**src/verilog/path_overhead_alarm_monitor_map.vh**
```
// Purpose: Register word indices, field positions, reset values and timing counts
// Assumes: Byte address on the bus is four times the word index
// Notes:   Definitions only
`ifndef PATH_OVERHEAD_ALARM_MONITOR_MAP_VH
`define PATH_OVERHEAD_ALARM_MONITOR_MAP_VH

// ============================================================
// Register word indices
`define IDX_LOAD_METERS      8'h00
`define IDX_PATH_STATUS      8'h30
`define IDX_PATH_IRQ_STATUS  8'h31
`define IDX_PATH_IRQ_ENABLE  8'h33
`define IDX_LABEL_RX         8'h37
`define IDX_PARITY_CNT_LOW   8'h38
`define IDX_PARITY_CNT_HIGH  8'h39
`define IDX_FAR_CNT_LOW      8'h3a
`define IDX_FAR_CNT_HIGH     8'h3b
`define IDX_PARITY_CONFIG    8'h3d

// ============================================================
// Field positions, shared by enable and status registers, then the parity configuration fields
`define BIT_FAR_ERROR        0
`define BIT_PARITY_ERROR     1
`define BIT_REMOTE_DEFECT    2
`define BIT_ALARM_INDICATION 3
`define BIT_POINTER_LOSS     5
`define BIT_LABEL_CHANGE     7
`define BIT_BLOCK_PARITY     5
`define CONFIG_UNUSED_MASK   8'hf7

// ============================================================
// Reset values
`define RST_IRQ_ENABLE       8'h00
`define RST_PARITY_CONFIG    8'h00
`define RST_LABEL            8'h00
`define RST_COUNT            16'h0000

// ============================================================
// Label filter and timing
`define LABEL_REPEAT_FRAMES  2'd3
`define CLK_PERIOD_PS        5000
`define POLL_MAX_NS          7000
`define POLL_MAX_CYCLES      ((`POLL_MAX_NS * 1000) / `CLK_PERIOD_PS)

`endif

```
**src/verilog/path_overhead_alarm_monitor.v**
```verilog
// Purpose: Receive path overhead alarm, label and error count register bank
// Assumes: Path inputs come from logic on clk; Avalon-MM slave with waitrequest
// Notes:   Every request waits one cycle; polls latch counts within one cycle
//
// Notes on behaviour
// - Far-end error enabled: far-end errors raise the interrupt output.
// - Parity error enabled: path parity errors raise the interrupt output.
// - Remote-defect enabled: any remote defect state change raises the interrupt.
// - Alarm-indication enabled: any path AIS state change raises the interrupt.
// - Pointer-loss enabled: any loss-of-pointer state change raises the interrupt.
// - Label-change enabled: any accepted label change raises the interrupt.
// - Enable register: six enables plus reserved bits 6 and 4, all reset zero.
// - Read-only register returns the accepted received path signal label.
// - New label accepted only after three consecutive identical frames.
// - Path parity errors since last poll, 16 bits over low and high bytes.
// - Far-end block errors since last poll, 16 bits over low and high bytes.
// - Writing any of the four count addresses polls both counts.
// - Poll copies accumulators to holding registers and restarts them together.
// - Errors coinciding with a poll are counted in the new interval.
// - Writing the load-meters address also polls, plus all other device counters.
// - Block mode: at most one parity error per frame, counted and reported.
// - Bit mode, the reset state: one parity error per mismatching bit.
// - Pointer-loss, AIS and remote-defect flags set on any state transition.
// - Reading the status register clears its flags and their interrupt.
// - Label-change flag set whenever the accepted label changes.
//
// The implementer's own choice: the Avalon-MM interface to the registers.

`include "path_overhead_alarm_monitor_map.vh"

`default_nettype none

module path_overhead_alarm_monitor (
  // Clock and reset
  input  wire        clk,
  input  wire        srst,
  // Avalon-MM slave
  input  wire [9:0]  address,
  input  wire        read,
  input  wire        write,
  input  wire [31:0] writedata,
  input  wire [3:0]  byteenable,
  output reg  [31:0] readdata,
  output reg         waitrequest,
  // Received label byte, one strobe per frame
  input  wire        labelValid,
  input  wire [7:0]  labelByte,
  // Parity check result, one strobe per frame
  input  wire        parityValid,
  input  wire [7:0]  parityMismatch,
  // Far-end block error count from the status byte, one strobe per frame
  input  wire        farErrorValid,
  input  wire [3:0]  farErrorNum,
  // Current alarm states
  input  wire        pointerLossState,
  input  wire        alarmIndicationState,
  input  wire        remoteDefectState,
  // Interrupt and reporting
  output reg         irq,
  output reg         loadAllMeters,
  output reg         parityReportValid,
  output reg  [3:0]  parityReportCount
);

  // ============================================================
  // Functions

  // Number of set bits in a parity mismatch vector
  function [3:0] popCount;
    input [7:0] v;
    integer i;
    begin
      popCount = 4'h0;
      for (i = 0; i < 8; i = i + 1) begin
        popCount = popCount + {3'h0, v[i]};
      end
    end
  endfunction

  // Saturating 16-bit add of a small increment
  function [15:0] satAdd;
    input [15:0] base;
    input [3:0]  inc;
    reg   [16:0] sum;
    begin
      sum = {1'b0, base} + {13'h0000, inc};
      satAdd = sum[16] ? 16'hffff : sum[15:0];
    end
  endfunction

  // ============================================================
  // Declarations
  reg  [7:0]  irqEnable_q;
  reg  [7:0]  parityConfig_q;
  reg  [7:0]  irqStatus_q;
  reg  [7:0]  irqStatus_d;
  reg  [7:0]  accepted_label_q;
  reg  [7:0]  labelCandidate_q;
  reg  [1:0]  labelRepeat_q;
  reg         labelChange;
  reg  [15:0] parityAcc_q;
  reg  [15:0] farAcc_q;
  reg  [15:0] parity_error_count_q;
  reg  [15:0] far_error_count_q;
  reg         pointerLossPrev_q;
  reg         alarmIndicationPrev_q;
  reg         remoteDefectPrev_q;
  reg  [7:0]  readMux;
  reg  [7:0]  setMask;
  wire [7:0]  regIndex;
  wire        aligned;
  wire        writeAccept;
  wire        readAccept;
  wire        blockMode;
  wire [3:0]  parityInc;
  wire [3:0]  farInc;
  wire        pollCounts;
  wire [1:0]  labelRepeatNext;

  // ============================================================
  // Bus decode

  // Word index from byte address; misaligned addresses are unmapped
  assign regIndex = address[9:2];
  assign aligned  = (address[1:0] == 2'b00);

  // A request takes effect on the edge that samples waitrequest low
  assign writeAccept = write & ~waitrequest;
  assign readAccept  = read & ~waitrequest;

  // Polls come from the four count addresses or the load-meters address
  assign pollCounts = writeAccept & aligned &
                      ((regIndex == `IDX_PARITY_CNT_LOW) |
                       (regIndex == `IDX_PARITY_CNT_HIGH) |
                       (regIndex == `IDX_FAR_CNT_LOW) |
                       (regIndex == `IDX_FAR_CNT_HIGH) |
                       (regIndex == `IDX_LOAD_METERS));

  // Read data selection; unmapped and unused bits read as zero, except enable bits 6 and 4 and configuration bits other than 3, which read back as written
  always @* begin
    readMux = 8'h00;
    if (aligned) begin
      case (regIndex)
        `IDX_PATH_STATUS: begin
          readMux[`BIT_POINTER_LOSS]     = pointerLossPrev_q;
          readMux[`BIT_ALARM_INDICATION] = alarmIndicationPrev_q;
          readMux[`BIT_REMOTE_DEFECT]    = remoteDefectPrev_q;
        end
        `IDX_PATH_IRQ_STATUS: readMux = irqStatus_q;
        `IDX_PATH_IRQ_ENABLE: readMux = irqEnable_q;
        `IDX_LABEL_RX:        readMux = accepted_label_q;
        `IDX_PARITY_CNT_LOW:  readMux = parity_error_count_q[7:0];
        `IDX_PARITY_CNT_HIGH: readMux = parity_error_count_q[15:8];
        `IDX_FAR_CNT_LOW:     readMux = far_error_count_q[7:0];
        `IDX_FAR_CNT_HIGH:    readMux = far_error_count_q[15:8];
        `IDX_PARITY_CONFIG:   readMux = parityConfig_q & `CONFIG_UNUSED_MASK;
        default:              readMux = 8'h00;
      endcase
    end
  end

  // One wait cycle per request; read data captured in that wait cycle
  always @(posedge clk) begin
    if (srst) begin
      waitrequest <= 1'b1;
      readdata    <= 32'h00000000;
    end else begin
      waitrequest <= ~((read | write) & waitrequest);
      if (read & waitrequest) begin
        readdata <= {24'h000000, readMux};
      end
    end
  end

  // ============================================================
  // Writable registers

  // Enable and configuration bytes, low byte lane only
  always @(posedge clk) begin
    if (srst) begin
      irqEnable_q    <= `RST_IRQ_ENABLE;
      parityConfig_q <= `RST_PARITY_CONFIG;
    end else if (writeAccept & aligned & byteenable[0]) begin
      if (regIndex == `IDX_PATH_IRQ_ENABLE) begin
        irqEnable_q <= writedata[7:0];
      end
      if (regIndex == `IDX_PARITY_CONFIG) begin
        parityConfig_q <= writedata[7:0] & `CONFIG_UNUSED_MASK;
      end
    end
  end

  // Global meter load pulse toward the other counter blocks
  always @(posedge clk) begin
    if (srst) begin
      loadAllMeters <= 1'b0;
    end else begin
      loadAllMeters <= writeAccept & aligned & (regIndex == `IDX_LOAD_METERS);
    end
  end

  // ============================================================
  // Label filter

  assign labelRepeatNext = labelRepeat_q + 2'd1;

  // Candidate must repeat on consecutive frames before acceptance
  always @(posedge clk) begin
    if (srst) begin
      accepted_label_q <= `RST_LABEL;
      labelCandidate_q <= `RST_LABEL;
      labelRepeat_q    <= 2'd0;
      labelChange      <= 1'b0;
    end else begin
      labelChange <= 1'b0;
      if (labelValid) begin
        if (labelByte == accepted_label_q) begin
          labelRepeat_q <= 2'd0;
        end else if (labelByte == labelCandidate_q && labelRepeat_q != 2'd0) begin
          if (labelRepeatNext == `LABEL_REPEAT_FRAMES) begin
            accepted_label_q <= labelByte;
            labelRepeat_q    <= 2'd0;
            labelChange      <= 1'b1;
          end else begin
            labelRepeat_q <= labelRepeatNext;
          end
        end else begin
          labelCandidate_q <= labelByte;
          labelRepeat_q    <= 2'd1;
        end
      end
    end
  end

  // ============================================================
  // Error accumulation

  // Bit mode counts mismatching bits, block mode one per bad frame
  assign blockMode = parityConfig_q[`BIT_BLOCK_PARITY];
  assign parityInc = ~parityValid ? 4'h0 :
                     blockMode ? {3'h0, |parityMismatch} :
                     popCount(parityMismatch);
  assign farInc    = farErrorValid ? farErrorNum : 4'h0;

  // Per-frame parity report toward the return transmit side
  always @(posedge clk) begin
    if (srst) begin
      parityReportValid <= 1'b0;
      parityReportCount <= 4'h0;
    end else begin
      parityReportValid <= parityValid;
      parityReportCount <= parityInc;
    end
  end

  // Accumulators with poll transfer; a coincident event opens the new interval
  always @(posedge clk) begin
    if (srst) begin
      parityAcc_q          <= `RST_COUNT;
      farAcc_q             <= `RST_COUNT;
      parity_error_count_q <= `RST_COUNT;
      far_error_count_q    <= `RST_COUNT;
    end else if (pollCounts) begin
      parity_error_count_q <= parityAcc_q;
      far_error_count_q    <= farAcc_q;
      parityAcc_q          <= {12'h000, parityInc};
      farAcc_q             <= {12'h000, farInc};
    end else begin
      parityAcc_q <= satAdd(parityAcc_q, parityInc);
      farAcc_q    <= satAdd(farAcc_q, farInc);
    end
  end

  // ============================================================
  // Alarm edges and interrupt status

  // Previous alarm states, also shown in the path status register
  always @(posedge clk) begin
    if (srst) begin
      pointerLossPrev_q     <= 1'b0;
      alarmIndicationPrev_q <= 1'b0;
      remoteDefectPrev_q    <= 1'b0;
    end else begin
      pointerLossPrev_q     <= pointerLossState;
      alarmIndicationPrev_q <= alarmIndicationState;
      remoteDefectPrev_q    <= remoteDefectState;
    end
  end

  // Event set mask; reads clear only bits already shown, set wins
  always @* begin
    setMask = 8'h00;
    setMask[`BIT_FAR_ERROR]        = (farInc != 4'h0);
    setMask[`BIT_PARITY_ERROR]     = (parityInc != 4'h0);
    setMask[`BIT_REMOTE_DEFECT]    = remoteDefectState ^ remoteDefectPrev_q;
    setMask[`BIT_ALARM_INDICATION] = alarmIndicationState ^ alarmIndicationPrev_q;
    setMask[`BIT_POINTER_LOSS]     = pointerLossState ^ pointerLossPrev_q;
    setMask[`BIT_LABEL_CHANGE]     = labelChange;
    irqStatus_d = irqStatus_q;
    if (readAccept & aligned & (regIndex == `IDX_PATH_IRQ_STATUS)) begin
      irqStatus_d = irqStatus_q & ~readdata[7:0];
    end
    irqStatus_d = irqStatus_d | setMask;
  end

  // Sticky flags and the gated interrupt output
  always @(posedge clk) begin
    if (srst) begin
      irqStatus_q <= 8'h00;
      irq         <= 1'b0;
    end else begin
      irqStatus_q <= irqStatus_d;
      // Far-end, parity, remote, AIS, pointer and label events gated here
      irq <= |(irqStatus_d & irqEnable_q);
    end
  end

endmodule // path_overhead_alarm_monitor

`default_nettype wire

```
**config.mk**
```make
export PLATFORM = sky130hd
export DESIGN_NAME = path_overhead_alarm_monitor
export DESIGN_NICKNAME = d
export VERILOG_FILES = /design/src/verilog/path_overhead_alarm_monitor.v
export VERILOG_INCLUDE_DIRS = /design/src /design/src/verilog
export SDC_FILE = /design/constraint.sdc
export NUM_CORES = 1
export LEC_CHECK = 0
export BUFFER_PORTS_ARGS = -buffer_cell sky130_fd_sc_hd__buf_2
export CAP_MARGIN = 10
export CORE_AREA = 5 5 126 128
export CTS_CLUSTER_DIAMETER = 150
export DETAILED_ROUTE_END_ITERATION = 10
export DIE_AREA = 0 0 131 133
export PLACE_DENSITY = 0.66
export SYNTH_ARGS = -nofsm -noshare
export SYNTH_HDL_FRONTEND = slang
export SYNTH_SLANG_ARGS = --single-unit
```
**constraint.sdc**
```tcl
create_clock -name clk -period 5.5 [get_ports clk]
set_input_delay 0.825 -clock clk [delete_from_list [all_inputs] [get_ports clk]]
set_output_delay 0.825 -clock clk [all_outputs]
set_load 0.01 [all_outputs]
```
## After elaboration in Yosys (flattened, before gate mapping)

Index checks and enable logic that the tools add are counted.
W data, S select, Z words.

- Bitwise gates (word level): 27
- Reduce and logical (&&, ||, !) cells: 14
- Multiply operators: 0
- Add/subtract/negate cells: 10
- Magnitude comparators: 0
- Multiplexer cells: 18
- Div/mod/pow operators: 0
- Eq/ne operators: 12
- Shift-type cells: 0

Operators by type and width:

| kind | number |
|---|---|
| $eq A8 B6 Y1 const B | 9 |
| $add A16 B4 Y17 | 2 |
| $mux W16 | 2 |
| $pmux W2 S8 | 2 |
| $mux W4 | 5 |
| $pmux W2 S9 | 1 |
| $add A4 B1 Y4 | 4 |
| $and A8 B8 Y8 | 2 |
| $eq A8 B8 Y1 | 2 |
| $mux W8 | 2 |
| $reduce_or A8 Y1 | 2 |
| $and A1 B1 Y1 | 10 |
| $pmux W1 S9 | 1 |
| $logic_not A8 Y1 | 1 |
| $not A8 Y8 | 1 |
| $or A8 B8 Y8 | 1 |
| $pmux W1 S8 | 1 |
| $reduce_bool A4 Y1 | 2 |
| $mux W2 | 3 |
| $not A1 Y1 | 5 |
| $or A1 B1 Y1 | 5 |
| $add A3 B1 Y4 | 1 |
| $reduce_and A2 Y1 | 2 |
| $reduce_and A4 Y1 | 1 |
| other kinds (12) | 14 |

- Output and inout bits: 40
- Bits of input ports: 76
- Bits in writable memories: 0
- Latch bits: 0
- Bits in read-only memories: 0
- Memories kept: 0
- Flip-flop bits (word level): 125
- Word-level logic and storage cells: 103

## Depth between registers and ports, before layout

- Depth after elaboration: 13
- Mapped depth: 17
- Depth with buffers taken out: 16

## Worst setup path before layout

OpenSTA, ideal clock, no wires.

- Kind: input-to-reg
- Start point: input parityMismatch[0]
- End point: register parityAcc_q[11]
- Library setup time: 73 ps
- Path buffers: 1
- Cell stages on the path: 16
- Arrival time: 4786 ps
- Path slack: 641 ps
- Required time: 5427 ps
- Path through: fa_1 inv_1 fa_1 fa_1 inv_1 ha_1 inv_1 fa_1 nand2b_1 fa_1 nor2b_1 o21ai_0 a2111o_1 buf_6 and3_4 nor3_2

- Cells in the longest elaborated chain, start to end: 11
- Elaborated cells between the ends (all ways): 12
- Classes of those cells: add/sub (8); mux (3); reduce/logical (1)

RTL lines:

| what | line | source |
|---|---|---|
| from (decl) | path_overhead_alarm_monitor.v:50 | `input wire [7:0] parityMismatch,` |
| $add A1 B1 Y2 | path_overhead_alarm_monitor.v:75 | `popCount = popCount + {3'h0, v[i]};` |
| $add A2 B1 Y3 | path_overhead_alarm_monitor.v:75 |  |
| $add A3 B1 Y4 | path_overhead_alarm_monitor.v:75 |  |
| $add A4 B1 Y4 (4 in a row) | path_overhead_alarm_monitor.v:75 |  |
| $mux W4 * | path_overhead_alarm_monitor.v:241 | `blockMode ? {3'h0, \|parityMismatch} :` |
| $mux W4 * | path_overhead_alarm_monitor.v:240 | `assign parityInc = ~parityValid ? 4'h0 :` |
| $add A16 B4 Y17 * | path_overhead_alarm_monitor.v:86 | `sum = {1'b0, base} + {13'h0000, inc};` |
| $mux W16 * | path_overhead_alarm_monitor.v:87 | `satAdd = sum[16] ? 16'hffff : sum[15:0];` |
| to (signal assigned) | path_overhead_alarm_monitor.v:259 | `` parityAcc_q <= `RST_COUNT; `` |
| to (signal assigned) | path_overhead_alarm_monitor.v:266 | `parityAcc_q <= {12'h000, parityInc};` |
| to (signal assigned) | path_overhead_alarm_monitor.v:269 | `parityAcc_q <= satAdd(parityAcc_q, parityInc);` |
| to (decl) | path_overhead_alarm_monitor.v:101 | `reg [15:0] parityAcc_q;` |

Every way passes the cells marked *; elsewhere a longest branch is shown, timed or not.
A chain may end at the register's enable or synchronous reset.

## Final worst setup path

- Start point: input parityMismatch[0]
- End point: register parityAcc_q[14]

The elaborated chain is that of the path after synthesis.

==> run summary <==
Clk sinks = 125
Fin worst setup slack = 0.5698 ns
Layout area overhead = 14.02%
Sequential power share = 42.0%
Layout cells sized above 1 = 16.02%
Drt first pass iters = 5
RSZ-0062 raised after global routing = false
FFs w/ async S/R, synth = 0%
Outcome = completed
GP Congestion = 0.8464
Post-Syn Instances = 746
Mapped cell area = 6407 um2
Via/cell ratio = 5.447
#FFs+latches synth = 125
Fmax = 202.8 MHz
# port buffers = 64
Clock buffer depth = 2
Setup_tns = 0 ns
Worst vdd ir = 0.0002224 V
Min-delay src = irqStatus_q[4]
Combinational Power Share = 10.7%
GRT Util Overall = 18.49%
Worst Tran Pin Value = 1.090 ns
Post-CTS Setup Bufs = 0
CTS tree = yes
Sw Ratio = 24.14%
CP Data Arrival Time = 5.24 ns
CP max FO = 5
# DRC = 0
M2 GR Usage = 29.49%
Post-DRT Antenna Nets = 0
Vias after detailed routing = 5409
Placeable Area = 14750 um2
Worst Setup Path Type = input port to register
Final period util = 89.64%
Total CTS buffers = 17
Die width = 131 um
Max Slew Vio Count = 0
Most common cell in the netlist = dfxtp_1
Yosys top cell area share = 39.05%
CTS H-tree lvls = 4
Place WS = 0.1882 ns
Vias in the first global route = 5213
GR Util met1 = 24.03%
Overflow after GRT = 0
Post-CTS Resized = 0
Initial antenna violation count = 0
Slew headroom = 26.85%
Register area share after synthesis = 39.05%
N_diodes = 0
P_leak = 2.771 nW
Post-synth top flop = dfxtp_1
Sw Pwr = 0.5512 mW
Post-synth top cells = dfxtp_1, nand2_1, a21oi_1
Clock share of power = 47.4%
Minimum clock period after layout = 4.930 ns
Site Rows = 45
Hold Vio Cnt, Final = 0
Post-synth EDFFs = 0
Hold_buf cts = 0
Internal Power = 1.733 mW
Chip Height = 133 um
Yosys warnings = 0
Synth Area per Inst = 8.589 um2
Distinct cell type count after synthesis = 60
Clock skew = 0.006016 ns
Setup crit start = parityMismatch[0]
Detailed Place HPWL = 11050 um
Worst path required time = 5.81 ns
Met3 Use GR = 3.432%
Routed length per instance = 15.85 um
Largest net degree at the start of global routing = 80
Area leader, netlist = dfxtp_1
Final net count = 888
Worst Hold Class = register to register
First-pass GRT wire length = 25760 um
Largest cells by area after synthesis = dfxtp_1, a21oi_1, nand2_1, xnor2_1, buf_4
CP Capture Type = register
CP Launch Type = input port
GRT Max-Usage Layer = met2
CTS clk-pin slew, worst paths = 0.05 ns
Worst-Skew Late Latency = 0.42 ns
Max_cap viols = 0
Reg2Reg Launch Point = parityConfig_q[5]
Setup Viol. Count Final = 0
Initial core utilization = 43.44%
Wirelength, routed = 15740 um
I/O pins = 116
Clock root cell = clkbuf_16
Die area = 17420 um2
Number of DRC markers in iteration 0 = 380
Power per standard cell area = 312.6 nW/um2
==> placed cells by master (no fill, tap or decap), types with 5 or more instances in the layout <==
cell and instances:
dfxtp_1 125, nand2_1 100, a21oi_1 79, buf_2 64, o21ai_0 35, nor2_1 32, inv_1 30, nand3_1 25
xnor2_1 24, conb_1 24, clkbuf_16 17, a31oi_1 15, mux2i_1 15, nor2b_1 14, nor3_1 14, and2_1 13
nand4_1 13, ha_1 12, and3_1 10, a22oi_1 9, mux4_2 8, o31ai_1 8, a211oi_1 8, mux2_2 7
clkbuf_8 7, nand2b_1 6, xor2_1 6, fa_1 6, a21o_1 5, a22o_1 5, a311oi_1 5, buf_4 5
==> area by class of cell <==
| class | count | area, um2 |
|---|---|---|
| Fill cell | 1418 | 7446 |
| Sequential cell | 125 | 2502 |
| Tap cell | 188 | 235.2 |
| Clock buffer | 24 | 521.8 |
| Timing Repair Buffer | 69 | 357.8 |
| Multi-Input combinational cell | 551 | 3518 |
| Clock inverter | 6 | 57.56 |
| Inverter | 30 | 112.6 |
==> power groups by stage <==
stage / clock network, mW / logic [mW] / registers, mW
5_1_grt: 1.14 / 0.280 / 0.962
3_5_place_dp: 0 / 0.242 / 0.977
6_report: 1.08 / 0.243 / 0.958
3_3_place_gp: 0 / 0.239 / 0.977
4_1_cts: 1.10 / 0.243 / 0.958
2_1_floorplan: 0 / 0.183 / 0.972
==> registers in the layout (all words and copies together), names as in the netlist, 2 cells and up <==
name	flops
parityConfig_q	7
readdata	8
labelRepeat_q	2
farAcc_q	16
parity_error_count_q	16
irqEnable_q	8
parityReportCount	4
labelCandidate_q	8
accepted_label_q	8
far_error_count_q	16
irqStatus_q	8
parityAcc_q	16
==> final timing paths <==
check	end	slack, ns	cells past startpoint
setup / recovery	parityAcc_q[14]	0.57	16
hold / removal	irqStatus_q[4]	0.44	2
setup reg to reg	parityAcc_q[14]	2.49	10
hold reg to reg	irqStatus_q[4]	0.44	2
==> routing by layer <==
metal | part of all wire, % | vias up
met4 | 2.2 | 0
met3 | 4.4 | 26
li1 | - | 2710
met5 | 0 | -
met2 | 48 | 121
met1 | 46 | 2552
==> cells by family after synthesis <==
logic type / synth area share (%)
compound gates: 18.45
mux: 6.385
xor+xnor: 4.101
fa+ha+maj: 4.218
simple gates: 20.35
other cells: 0.05853
flops: 39.05
buf+inv: 7.381
==> critical path, stage by stage <==
cell	delay, ns
buf_2	0.11
fa_1	0.53
inv_1	0.05
fa_1	0.45
fa_1	0.49
inv_1	0.04
ha_1	0.18
inv_1	0.07
fa_1	0.43
nand2b_1	0.22
fa_1	0.46
nor2b_1	0.16
o21ai_0	0.19
a211oi_1	0.63
a31oi_1	0.18
a311oi_1	0.23
==> per-stage QoR <==
step / hold slack [ns] / instances / area (um2) / total power, mW / utilization, %
2_1_floorplan: 0.4226 / 769 / 6494 / 1.155 / -
3_3_place_gp: 0.4358 / 963 / 6726 / 1.216 / 45.60
3_5_place_dp: 0.4402 / 963 / 6726 / 1.219 / 45.60
4_1_cts: 0.4437 / 993 / 7306 / 2.301 / 49.53
5_1_grt: 0.4683 / 993 / 7306 / 2.381 / 49.53
6_report: 0.4448 / 993 / 7306 / 2.284 / 49.53
Note: power is estimated with default switching activity, not from simulation.
